==> config.mk <==
export PLATFORM = sky130hd
export DESIGN_NAME = anc_autoneg_ctrl
export DESIGN_NICKNAME = d
export VERILOG_FILES = /design/src/rtl/anc_pkg.sv /design/src/rtl/anc_autoneg_ctrl.sv
export VERILOG_INCLUDE_DIRS = /design/src /design/src/rtl
export SDC_FILE = /design/constraint.sdc
export NUM_CORES = 1
export LEC_CHECK = 0
export ABC_AREA = 1
export ABC_CLOCK_PERIOD_IN_PS = 2200
export BUFFER_PORTS_ARGS = -buffer_cell sky130_fd_sc_hd__buf_4
export CORE_MARGIN = 10
export CORE_UTILIZATION = 47
export CTS_BUF_LIST = sky130_fd_sc_hd__clkbuf_4
export DETAILED_ROUTE_END_ITERATION = 10
export PLACE_DENSITY = 0.67
export SYNTH_ARGS = -nofsm -noshare
export SYNTH_HDL_FRONTEND = slang
export SYNTH_SLANG_ARGS = --single-unit
==> constraint.sdc <==
create_clock -name sys_clk_in -period 2.2 [get_ports sys_clk_in]
set_clock_uncertainty 0.2 [all_clocks]
set_input_delay 0.22 -clock sys_clk_in [delete_from_list [all_inputs] [get_ports sys_clk_in]]
set_output_delay 0.22 -clock sys_clk_in [all_outputs]
set_load 0.02 [all_outputs]
==> src/rtl/anc_defines.svh <==
`ifndef ANC_DEFINES_SVH
`define ANC_DEFINES_SVH

// register offsets
`define ANC_OFS_CONTROL 5'h00
`define ANC_OFS_STATUS 5'h01
`define ANC_OFS_ADVERT 5'h04
`define ANC_OFS_PARTNER 5'h05
`define ANC_OFS_EXPANSION 5'h06
`define ANC_OFS_SUMMARY 5'h10

// basic_control fields
`define ANC_CTL_SPEED 13
`define ANC_CTL_NEGOTIATE_STRAP_ENABLE 12
`define ANC_CTL_RESTART 9
`define ANC_CTL_DUPLEX 8
`define ANC_CTL_RESET_VAL 16'h3100

// ability bits shared by advert and partner words
`define ANC_ABL_LO 5
`define ANC_ABL_HI 8
`define ANC_ABL_10H 5
`define ANC_ABL_10F 6
`define ANC_ABL_100H 7
`define ANC_ABL_100F 8
`define ANC_PG_NEXT 15
`define ANC_PG_ACK 14
`define ANC_PG_RFAULT 13
`define ANC_SELECTOR 16'h0001
`define ANC_PD_100_WORD 16'h0081
`define ANC_PD_10_WORD 16'h0021

// strap-selected advertised patterns, bits 8:5
`define ANC_ADV_10_BOTH 4'h3
`define ANC_ADV_100_BOTH 4'hc
`define ANC_ADV_HALF_ONLY 4'h5
`define ANC_ADV_ALL 4'hf

// basic_status fixed abilities and live bits
`define ANC_STS_FIXED 16'h7849
`define ANC_STS_AN_DONE 5
`define ANC_STS_RFAULT 4
`define ANC_STS_LINK 2

// negotiation_expansion fields
`define ANC_EXP_PD_FAULT 4
`define ANC_EXP_LP_NP 3
`define ANC_EXP_PAGE_RX 1
`define ANC_EXP_LP_AN 0

// phy_status_summary fields
`define ANC_SUM_LINK 0
`define ANC_SUM_SPEED10 1
`define ANC_SUM_DUPLEX 2
`define ANC_SUM_AN_DONE 4

// timing
`define ANC_CLK_HZ 40000000
`define ANC_BREAK_LINK_MS 1500
`define ANC_STRAP_SETTLE 3'h5

`endif

==> src/rtl/anc_pkg.sv <==
package anc_pkg;

    // negotiation sequencer states
    typedef enum logic [1:0] {
        ANC_FORCED,
        ANC_BREAK,
        ANC_ABILITY,
        ANC_COMPLETE
    } anc_state_t;

    // resolved operating mode
    typedef struct packed {
        logic speed_100;
        logic full_duplex;
        logic link_up;
        logic an_complete;
    } anc_mode_t;

    // register access request
    typedef struct packed {
        logic [4:0] addr;
        logic [15:0] wdata;
        logic wr;
        logic rd;
    } anc_reg_req_t;

endpackage

==> src/rtl/anc_autoneg_ctrl.sv <==
`include "anc_defines.svh"
// Behaviour
// - strap enable low: mode straps force 10/100 and half/full duplex.
// - strap enable high: mode straps choose which of four abilities are advertised.
// - straps sampled after reset load advertisement bits 8 to 5.
// - software may rewrite the control register at offset zero anytime.
// - while negotiating, advertisement register at offset four is sent in bursts.
// - mode straps never change the control register contents.
// - summary register gives complete, duplex, speed; duplex/speed valid when settled.
// - highest common mode chosen: 100 full, 100 half, 10 full, 10 half.
// - control speed and duplex bits apply only with negotiation disabled.
// - status ability bits hard-wired; the T4 ability reads zero.
// - status also shows complete, remote fault, link valid, preamble suppression.
// - advertisement defaults to the strap-selected abilities; software may clear bits to suppress.
// - partner register at offset five captures base and next page words.
// - parallel detect completion loads partner with 0081h or 0021h.
// - expansion register shows detect fault, partner next page ability, page received, partner able.
// - both receivers' link status feed parallel detection of a silent partner.
// - after parallel detect, partner-able reads zero while complete reads one.
// - parallel detect fault set when both receivers report good link before a page.
// - writing one to control bit 9 restarts negotiation.
// - link lost after negotiation resumes negotiation automatically.
// - any restart silences transmitter for the break interval, then bursts resume.
module anc_autoneg_ctrl #(
    parameter int BREAK_LINK_MS = `ANC_BREAK_LINK_MS,
    parameter int CLK_HZ = `ANC_CLK_HZ
) (
    // clock, reset, enable
    input wire logic sys_clk_in,
    input wire logic reset_n_in,
    input wire logic ce_in,
    // strap pins
    input wire logic negotiate_strap_enable_in,
    input wire logic mode_strap_high_in,
    input wire logic mode_strap_low_in,
    // receiver link status
    input wire logic link_10_good_in,
    input wire logic link_100_good_in,
    // received code words from the pulse decoder
    input wire logic page_valid_in,
    input wire logic [15:0] page_word_in,
    // management register access
    input wire anc_pkg::anc_reg_req_t reg_req_in,
    output anc_pkg::anc_mode_t mode_out,
    output logic [15:0] reg_rdata_out,
    // transmit control
    output logic flp_enable_out,
    output logic [15:0] flp_word_out,
    output logic tx_quiet_out
);
    // break length in core cycles, so a slower clock figure shortens it
    localparam int unsigned BREAK_CYC = BREAK_LINK_MS * (CLK_HZ / 1000);
    localparam int CNT_W = $clog2(BREAK_CYC + 1);

    anc_pkg::anc_state_t state_r, state_nxt;
    logic [4:0] pin_r;
    logic [2:0] settle_r;
    logic link_seen_r;
    logic straps_loaded_r;
    logic strap_an_r, strap_hi_r, strap_lo_r;
    logic [15:0] control_r, advert_r, partner_r;
    logic sw_override_r, an_cleared_r, an_eff_prev_r;
    logic pd_fault_r, page_rx_r, lp_an_able_r;
    logic [CNT_W-1:0] break_cnt_r;

    // synchronise pins: three flops, change taken when second and third agree
    // the first flop feeds only the shift, so a metastable value never spreads
    genvar gi;
    generate
        for (gi = 0; gi < 5; gi++) begin : g_sync
            wire logic pin_raw;
            assign pin_raw = (gi == 0) ? negotiate_strap_enable_in :
                             (gi == 1) ? mode_strap_high_in :
                             (gi == 2) ? mode_strap_low_in :
                             (gi == 3) ? link_10_good_in : link_100_good_in;
            logic [2:0] sh_r;
            always_ff @(posedge sys_clk_in) begin
                if (!reset_n_in) begin
                    sh_r <= 3'h0;
                    pin_r[gi] <= 1'b0;
                end else if (ce_in) begin
                    sh_r <= {sh_r[1:0], pin_raw};
                    if (sh_r[1] == sh_r[2])
                        pin_r[gi] <= sh_r[2];
                end
            end
        end
    endgenerate

    wire logic link10 = pin_r[3];
    wire logic link100 = pin_r[4];

    // strap decode
    // advertised pattern for each mode strap pair
    wire logic [3:0] strap_adv = ({pin_r[1], pin_r[2]} == 2'h0) ? `ANC_ADV_10_BOTH :
                                 ({pin_r[1], pin_r[2]} == 2'h1) ? `ANC_ADV_100_BOTH :
                                 ({pin_r[1], pin_r[2]} == 2'h2) ? `ANC_ADV_HALF_ONLY :
                                 `ANC_ADV_ALL;

    // register access decode
    wire logic wr_ctl = reg_req_in.wr && reg_req_in.addr == `ANC_OFS_CONTROL;
    wire logic wr_adv = reg_req_in.wr && reg_req_in.addr == `ANC_OFS_ADVERT;
    wire logic rd_exp = reg_req_in.rd && reg_req_in.addr == `ANC_OFS_EXPANSION;
    wire logic restart_wr = wr_ctl && reg_req_in.wdata[`ANC_CTL_RESTART];

    // effective enable: forced start needs bit 12 cleared first
    wire logic an_eff = sw_override_r ? (control_r[`ANC_CTL_NEGOTIATE_STRAP_ENABLE] && (strap_an_r || an_cleared_r))
                                      : strap_an_r;
    wire logic an_rise = an_eff && !an_eff_prev_r;

    // resolution of common abilities
    wire logic [3:0] common = advert_r[`ANC_ABL_HI:`ANC_ABL_LO] & partner_r[`ANC_ABL_HI:`ANC_ABL_LO];
    wire logic res_100 = common[`ANC_ABL_100F - `ANC_ABL_LO] || common[`ANC_ABL_100H - `ANC_ABL_LO];
    wire logic res_full = common[`ANC_ABL_100F - `ANC_ABL_LO] ||
                          (!res_100 && common[`ANC_ABL_10F - `ANC_ABL_LO]);

    // page events
    wire logic [3:0] page_common = advert_r[`ANC_ABL_HI:`ANC_ABL_LO] & page_word_in[`ANC_ABL_HI:`ANC_ABL_LO];
    wire logic page_done = page_valid_in && page_word_in[`ANC_PG_ACK] && !page_word_in[`ANC_PG_NEXT] &&
                           (page_common != 4'h0);
    wire logic one_link = link10 ^ link100;
    wire logic pd_done = !page_rx_r && one_link;
    wire logic link_ok = res_100 ? link100 : link10;
    // link loss only counts once the resolved link has been seen;
    // the receivers' sync delay would otherwise drop a fresh result at once
    wire logic link_lost = link_seen_r && !link_ok;
    wire logic break_done = break_cnt_r == '0;

    // forced and resolved mode
    wire logic forced_100 = sw_override_r ? control_r[`ANC_CTL_SPEED] : strap_hi_r;
    wire logic forced_full = sw_override_r ? control_r[`ANC_CTL_DUPLEX] : strap_lo_r;
    wire logic cur_100 = an_eff ? res_100 : forced_100;
    wire logic cur_full = an_eff ? res_full : forced_full;
    wire logic cur_link = cur_100 ? link100 : link10;
    wire logic done = state_r == anc_pkg::ANC_COMPLETE;

    // sequencer next state
    // a restart write during the break reloads the counter and holds the state
    always_comb begin
        state_nxt = state_r;
        unique case (state_r)
            anc_pkg::ANC_FORCED: begin
                if (an_eff)
                    state_nxt = anc_pkg::ANC_BREAK;
            end
            anc_pkg::ANC_BREAK: begin
                if (!an_eff)
                    state_nxt = anc_pkg::ANC_FORCED;
                else if (break_done && !restart_wr)
                    state_nxt = anc_pkg::ANC_ABILITY;
            end
            anc_pkg::ANC_ABILITY: begin
                if (!an_eff)
                    state_nxt = anc_pkg::ANC_FORCED;
                else if (restart_wr)
                    state_nxt = anc_pkg::ANC_BREAK;
                else if (page_done || pd_done)
                    state_nxt = anc_pkg::ANC_COMPLETE;
            end
            anc_pkg::ANC_COMPLETE: begin
                if (!an_eff)
                    state_nxt = anc_pkg::ANC_FORCED;
                else if (restart_wr || link_lost)
                    state_nxt = anc_pkg::ANC_BREAK;
            end
        endcase
    end

    // state, strap capture and break counter
    always_ff @(posedge sys_clk_in) begin
        if (!reset_n_in) begin
            state_r <= anc_pkg::ANC_FORCED;
            settle_r <= 2'h0;
            straps_loaded_r <= 1'b0;
            strap_an_r <= 1'b0;
            strap_hi_r <= 1'b0;
            strap_lo_r <= 1'b0;
            an_eff_prev_r <= 1'b0;
            link_seen_r <= 1'b0;
            break_cnt_r <= CNT_W'(BREAK_CYC);
        end else if (ce_in) begin
            // straps latched only once the synchroniser has filled
            if (!straps_loaded_r) begin
                if (settle_r == `ANC_STRAP_SETTLE) begin
                    straps_loaded_r <= 1'b1;
                    strap_an_r <= pin_r[0];
                    strap_hi_r <= pin_r[1];
                    strap_lo_r <= pin_r[2];
                end else begin
                    settle_r <= settle_r + 3'h1;
                end
            end else begin
                state_r <= state_nxt;
                an_eff_prev_r <= an_eff;
                link_seen_r <= done && (link_seen_r || link_ok);
            end
            if (an_rise || restart_wr || (state_r != anc_pkg::ANC_BREAK))
                break_cnt_r <= CNT_W'(BREAK_CYC);
            else if (!break_done)
                break_cnt_r <= break_cnt_r - CNT_W'(1);
        end
    end

    // control and advertisement registers
    // restart bit self-clears so a read never shows a pending restart
    always_ff @(posedge sys_clk_in) begin
        if (!reset_n_in) begin
            control_r <= `ANC_CTL_RESET_VAL;
            advert_r <= `ANC_SELECTOR;
            sw_override_r <= 1'b0;
            an_cleared_r <= 1'b0;
        end else if (ce_in) begin
            if (!straps_loaded_r && settle_r == `ANC_STRAP_SETTLE)
                advert_r[`ANC_ABL_HI:`ANC_ABL_LO] <= strap_adv;
            else if (wr_adv)
                advert_r <= reg_req_in.wdata;
            if (wr_ctl) begin
                control_r <= reg_req_in.wdata & ~(16'h1 << `ANC_CTL_RESTART);
                sw_override_r <= 1'b1;
                if (!reg_req_in.wdata[`ANC_CTL_NEGOTIATE_STRAP_ENABLE])
                    an_cleared_r <= 1'b1;
            end
        end
    end

    // partner word and expansion flags, set wins over read clear
    // a page and a parallel detect in one cycle: the page is kept
    always_ff @(posedge sys_clk_in) begin
        if (!reset_n_in) begin
            partner_r <= 16'h0;
            pd_fault_r <= 1'b0;
            page_rx_r <= 1'b0;
            lp_an_able_r <= 1'b0;
        end else if (ce_in) begin
            if (state_r == anc_pkg::ANC_BREAK) begin
                lp_an_able_r <= 1'b0;
                page_rx_r <= 1'b0;
            end else if (state_r == anc_pkg::ANC_ABILITY) begin
                if (page_valid_in) begin
                    partner_r <= page_word_in;
                    lp_an_able_r <= 1'b1;
                end else if (pd_done) begin
                    partner_r <= link100 ? `ANC_PD_100_WORD : `ANC_PD_10_WORD;
                    lp_an_able_r <= 1'b0;
                end
            end
            if (state_r == anc_pkg::ANC_ABILITY && page_valid_in)
                page_rx_r <= 1'b1;
            else if (rd_exp)
                page_rx_r <= 1'b0;
            if (state_r == anc_pkg::ANC_ABILITY && !page_rx_r && link10 && link100)
                pd_fault_r <= 1'b1;
            else if (rd_exp)
                pd_fault_r <= 1'b0;
        end
    end

    // status words
    wire logic [15:0] status_word = `ANC_STS_FIXED
        | (16'(done) << `ANC_STS_AN_DONE)
        | (16'(partner_r[`ANC_PG_RFAULT]) << `ANC_STS_RFAULT)
        | (16'(cur_link) << `ANC_STS_LINK);
    wire logic settled = !an_eff || done;
    wire logic [15:0] expansion_word = (16'(pd_fault_r) << `ANC_EXP_PD_FAULT)
        | (16'(partner_r[`ANC_PG_NEXT]) << `ANC_EXP_LP_NP)
        | (16'(page_rx_r) << `ANC_EXP_PAGE_RX)
        | (16'(lp_an_able_r) << `ANC_EXP_LP_AN);
    wire logic [15:0] summary_word = (16'(cur_link) << `ANC_SUM_LINK)
        | (16'(settled && !cur_100) << `ANC_SUM_SPEED10)
        | (16'(settled && cur_full) << `ANC_SUM_DUPLEX)
        | (16'(done) << `ANC_SUM_AN_DONE);
    // unmapped offsets read as zero
    wire logic [15:0] rd_mux = (reg_req_in.addr == `ANC_OFS_CONTROL) ? control_r :
                               (reg_req_in.addr == `ANC_OFS_STATUS) ? status_word :
                               (reg_req_in.addr == `ANC_OFS_ADVERT) ? advert_r :
                               (reg_req_in.addr == `ANC_OFS_PARTNER) ? partner_r :
                               (reg_req_in.addr == `ANC_OFS_EXPANSION) ? expansion_word :
                               (reg_req_in.addr == `ANC_OFS_SUMMARY) ? summary_word : 16'h0;

    // registered outputs
    // read data holds between reads; quiet also covers the strap settle time
    always_ff @(posedge sys_clk_in) begin
        if (!reset_n_in) begin
            reg_rdata_out <= 16'h0;
            flp_enable_out <= 1'b0;
            flp_word_out <= 16'h0;
            tx_quiet_out <= 1'b1;
            mode_out <= '0;
        end else if (ce_in) begin
            if (reg_req_in.rd)
                reg_rdata_out <= rd_mux;
            flp_enable_out <= state_r == anc_pkg::ANC_ABILITY;
            flp_word_out <= advert_r;
            tx_quiet_out <= state_r == anc_pkg::ANC_BREAK || !straps_loaded_r;
            mode_out <= '{speed_100: cur_100, full_duplex: cur_full, link_up: cur_link, an_complete: done};
        end
    end

endmodule

* Word-level counts from Yosys, hierarchy flattened
Cells that the tools add are included.
** Word-level totals
- Logic and storage cells :: 189
- Register bits :: 147
- Input bits :: 48
- Output and inout port bits :: 38
** Cells by class
- Multiplexer cells :: 43
- Equal/unequal tests :: 22
- Reductions and logical operators :: 70
- Bitwise gates (word level) :: 16
- Add/sub/neg operators :: 2
** Operators with widths (number)
- two-way mux 16 bit :: 6
- two-way mux 26 bit :: 2
- logical NOT 26 bit :: 1
- subtractor 26 x 1 -> 26 bit, second input constant :: 1
- AND reduction 2 bit :: 12
- logical AND 1 bit :: 21
- two-way mux 1 bit :: 18
- two-way mux 2 bit :: 8
- two-way mux 4 bit :: 4
- equality test 5 x 3 -> 1 bit, second input constant :: 3
- OR 15 x 3 -> 15 bit :: 1
- OR 15 x 5 -> 15 bit :: 1
- AND reduction 3 bit :: 5
- logical OR 1 bit :: 10
- two-way mux 5 bit :: 2
- logical NOT 1 bit :: 9
- two-way mux 9 bit :: 1
- AND 4 bit :: 2
- two-way mux 8 bit :: 1
- one-hot mux 2 bit (4 select lines) :: 1
- nonzero test 2 bit :: 4
- equality test 2 bit, second input constant :: 3
- AND reduction 6 bit :: 1
- nonzero test 3 bit :: 2
- 23 further kinds :: 34

* Longest topological paths before layout
- Depth after elaboration :: 15
- Depth in mapped cells :: 13
- Depth with buffers taken out :: 12

* Worst setup path after synthesis
OpenSTA, ideal clock, no wires.
- Path type :: reg2reg
- From :: register break_cnt_r[0]
- To :: register break_cnt_r[24]
- Stages on the path, launching flop included :: 9
- Period minus slack after synthesis :: 1.764 ns
- Arrival time :: 1.426 ns
- Buffers on the path :: 0
- Data required time :: 1.862 ns
- Path slack :: 0.436 ns
- Setup time :: 0.138 ns
- Cell sequence :: dfxtp_1 -> inv_1 -> ha_1 -> nand2_1 -> nor2_1 -> nand3_1 -> xor2_1 -> o21ai_0 -> o211ai_1
** On the way
- Cells in the longest elaborated chain, start to end :: 3
- Elaborated cells on any way between the ends :: 6
- Those cells by class :: add/sub (1); eq/ne (1); mux (2); reduce/logical (2)
** Ends and longest elaborated chain
- from (decl) :: line anc_autoneg_ctrl.sv:64 : logic [CNT_W-1:0] break_cnt_r;
- from (signal assigned) :: line anc_autoneg_ctrl.sv:180 : break_cnt_r <= CNT_W'(BREAK_CYC);
- from (signal assigned) :: line anc_autoneg_ctrl.sv:198 : break_cnt_r <= CNT_W'(BREAK_CYC);
- from (signal assigned) :: line anc_autoneg_ctrl.sv:200 : break_cnt_r <= break_cnt_r - CNT_W'(1);
- subtractor 26 x 1 -> 26 bit / logical NOT 26 bit (equally long branches) :: line anc_autoneg_ctrl.sv:200, anc_autoneg_ctrl.sv:127
- two-way mux 26 bit / inequality test 2 x 1 -> 1 bit (equally long branches)
- two-way mux 26 bit / AND reduction 2 bit (equally long branches)
Several ways; a longest one is shown, not always the timed one. The select of a mux whose other input is x is not followed.
A chain may end at the register's enable or synchronous reset.

* Final worst setup path
- From :: input port ce_in
- To :: register control_r[1]
** On the way
- Cells in the longest elaborated chain, start to end :: 1
** Ends and longest elaborated chain
- from (decl) :: line anc_autoneg_ctrl.sv:31 : input wire logic ce_in,
- AND reduction 2 bit (no source line)
- to (signal assigned) :: line anc_autoneg_ctrl.sv:208 : control_r <= `ANC_CTL_RESET_VAL;
- to (signal assigned) :: line anc_autoneg_ctrl.sv:218 : control_r <= reg_req_in.wdata & ~(16'h1 << `ANC_CTL_RESTART);
- to (decl) :: line anc_autoneg_ctrl.sv:61 : logic [15:0] control_r, advert_r, partner_r;
Every way passes these cells.

==> metrics <==
FF+latch area between 0.002 and 0.003 mm^2; slew at the pin closest to its max-slew limit 0.475 ns; CP arrival approximately 2.4 ns; WS Path Type input pin to register; Distinct cells, synth 51; Longest Clk Path Bufs 2; detailed placement HPWL 15100 um; via count 6734; final net count approximately 1200; most frequent cell after synthesis nand2_1; # DRC 0; Routed Antenna Nets 0; FP Rows 44; Netlist Area Pre-Place between 0.006 and 0.007 mm^2; largest net degree at the start of global routing 41; Synth area leader dfxtp_1; Root Driver clkbuf_4; die area about 0.02 mm^2; Max Fclk slightly below 0.5 GHz; initial core utilization 0.479; period utilisation layout 0.943; endpoints failing hold 0; syn nets ~1000; Worst slew margin 0.682; fill cell count roughly 1400; maximum fanout along the worst path 20; Leakage Power 0.00365 uW; vias per cell 5.17; total wire length about 21000 um; placer congestion estimate between 0.8 and 0.9; Area contributors post-synth dfxtp_1 42%, nand2_1 11%, nor2_1 8.3%, o21ai_0 6.9%, a21oi_1 6.4%; power density cells around 600 mW/mm^2; YS warnings 0; IO Pins 86; wire length per cell ~16 um; met3 usage 0.0527; post-route setup TNS 0 ns; Seq cells post-synth approximately 150; Worst-Skew Late Latency approximately 0.60 ns; slowest cell delay on critical path 0.55 ns; vias in the first global route around 6500; H-tree levels 4; Synth top cells by count 207 x nand2_1, 153 x nor2_1, 147 x dfxtp_1; Syn Area/Cell between 7 and 8 um^2; CP Capture Type register; gr busiest metal met2; layout cell share with drive strength beyond 1 0.167; GRT Util Overall 0.212; Main synth FF type dfxtp_1; initial drt markers 510; Worst-path clk slew 0.15 ns; first-pass GRT wire length between 30000 and 40000 um; TritonCTS clock tree built; multi-input gate area in the final layout 0.00348 mm^2; HP Class input pin to register; 1st-pass router iterations 5; RSZ-0062 raised after global routing false; Critical Path RT between 2 and 3 ns; status finished clean; startpoint types input pin; Num CTS Buffers 17; Yosys top cell area share 0.424; GRT overflow 0; die width approximately 140 um; Max IR drop VDD between 600 and 700 uV; ys async rst share 0; Final setup viols 0; sequential fraction of the synthesis area 0.424; Core Region 0.0145 mm^2; critical path's slowest cell dlygate4sd3_1; GR Layer Usage met2 0.358; Cells after Synth 963; maximum capacitance violations 0; clock net sink count approximately 150; Post-synth EDFFs 0; M1 GR Usage 0.255; initial antenna violation count 1; max-slew violations 0; Tmin final roughly 2.1 ns; die height approximately 140 um; worst path cell trace dlygate4sd3_1 > buf_6 > clkinvlp_4 > nor2_4 > clkinvlp_4 > nor2_1 > nor2_1 > dlygate4sd3_1; Buffers on Ports 85; area grow syn2layout 24.9%; final core occ 0.598
==> kinds of logic after synthesis <==
family	share of synthesized area
adders and majority gates	0.0198
AOI/OAI and AO/OA	0.182
xor gates and xnor gates	0.0278
and+or+nand+nor	0.273
buffers and inverters	0.0734
DFF	0.424
==> metrics by stage <==
| stage | setup slack (ns) | std cells | instance area [um^2] | total power [uW] | hold slack [ns] |
|---|---|---|---|---|---|
| floorplan | 0.436 | 963 | 6930 | 3090 | 0.146 |
| global placement | 0.203 | 1212 | 7760 | 3300 | 0.242 |
| detailed placement | 0.151 | 1212 | 7760 | 3300 | 0.253 |
| CTS | 0.0425 | 1297 | 8610 | 5260 | 0.0314 |
| global route | 0.00307 | 1302 | 8660 | 5460 | 0.0746 |
| finish | 0.125 | 1302 | 8660 | 5240 | 0.0495 |
==> worst paths after layout <==
path	start	to	slack (ns)	depth (start not counted)
setup / recovery	ce_in	control_r[1]	0.12	8
hold / removal	reg_req_in[20]	reg_rdata_out[0]	0.05	8
setup reg to reg	break_cnt_r[0]	break_cnt_r[22]	0.20	10
hold reg to reg	g_sync[3].sh_r[2]	link10	0.28	2
==> state kept, by name (all words and copies together), names as in the netlist, 3 cells and up <==
signal         count
pin_r              3
advert_r          16
break_cnt_r       26
reg_rdata_out     16
settle_r           3
mode_out           4
partner_r         16
control_r         15
flp_word_out      16
g_sync.sh_r       15
==> final cells by class <==
type,count,share of cell area
well taps,184,0.0266
repair buffers,163,0.159
multi-input cells,698,0.402
clock inverters,15,0.0225
clock buffers,17,0.0147
inverters,77,0.0350
diodes,1,0.000289
flip-flops and latches,147,0.340
==> metal layers <==
metal,routed length [um],vias to the layer above
li1,-,3433
met1,9090,3094
met2,10300,168
met3,1010,39
met4,537,0
met5,0,-
==> where the power goes <==
| group | switching, uW | internal (uW) | total (uW) | leakage (uW) |
|---|---|---|---|---|
| Combinational | 312 | 240 | 552 | 0.00228 |
| Sequential | 38.6 | 2730 | 2760 | 0.00119 |
| Clock | 1100 | 822 | 1920 | 0.000177 |
| Total | 1450 | 3790 | 5240 | 0.00365 |
==> worst max-delay path, delay by kind of cell <==
| family | cells | cell delay (ns) |
|---|---|---|
| AND/OR/NAND/NOR | 3 | 0.44 |
| buffers and inverters | 5 | 1.72 |
==> cells in the final DEF (no fill, tap or decap), types with 4 or more instances in the layout <==
cell and instances:
nand3_1 40, inv_1 67, clkbuf_4 17, clkinv_4 4
o21ai_0 96, nor2_1 152, a21oi_1 88, dlygate4sd3_1 53
o211ai_1 11, buf_4 108, nor3_1 5, nor2_4 6
a21oi_2 7, ha_1 11, nand4_1 5, inv_2 5
xor2_1 20, inv_6 4, nor2_2 5, dfxtp_1 147
nand2_2 5, nand2_1 207, a31oi_1 5
==> repair_timing <==
action,CTS,global route
setup endpoints to repair,0,4
gates resized for setup,0,4
endpoints found under the hold margin,108,0
hold buffers,53,0
buffers inserted,0,4
(Power assumes the default switching activity.)
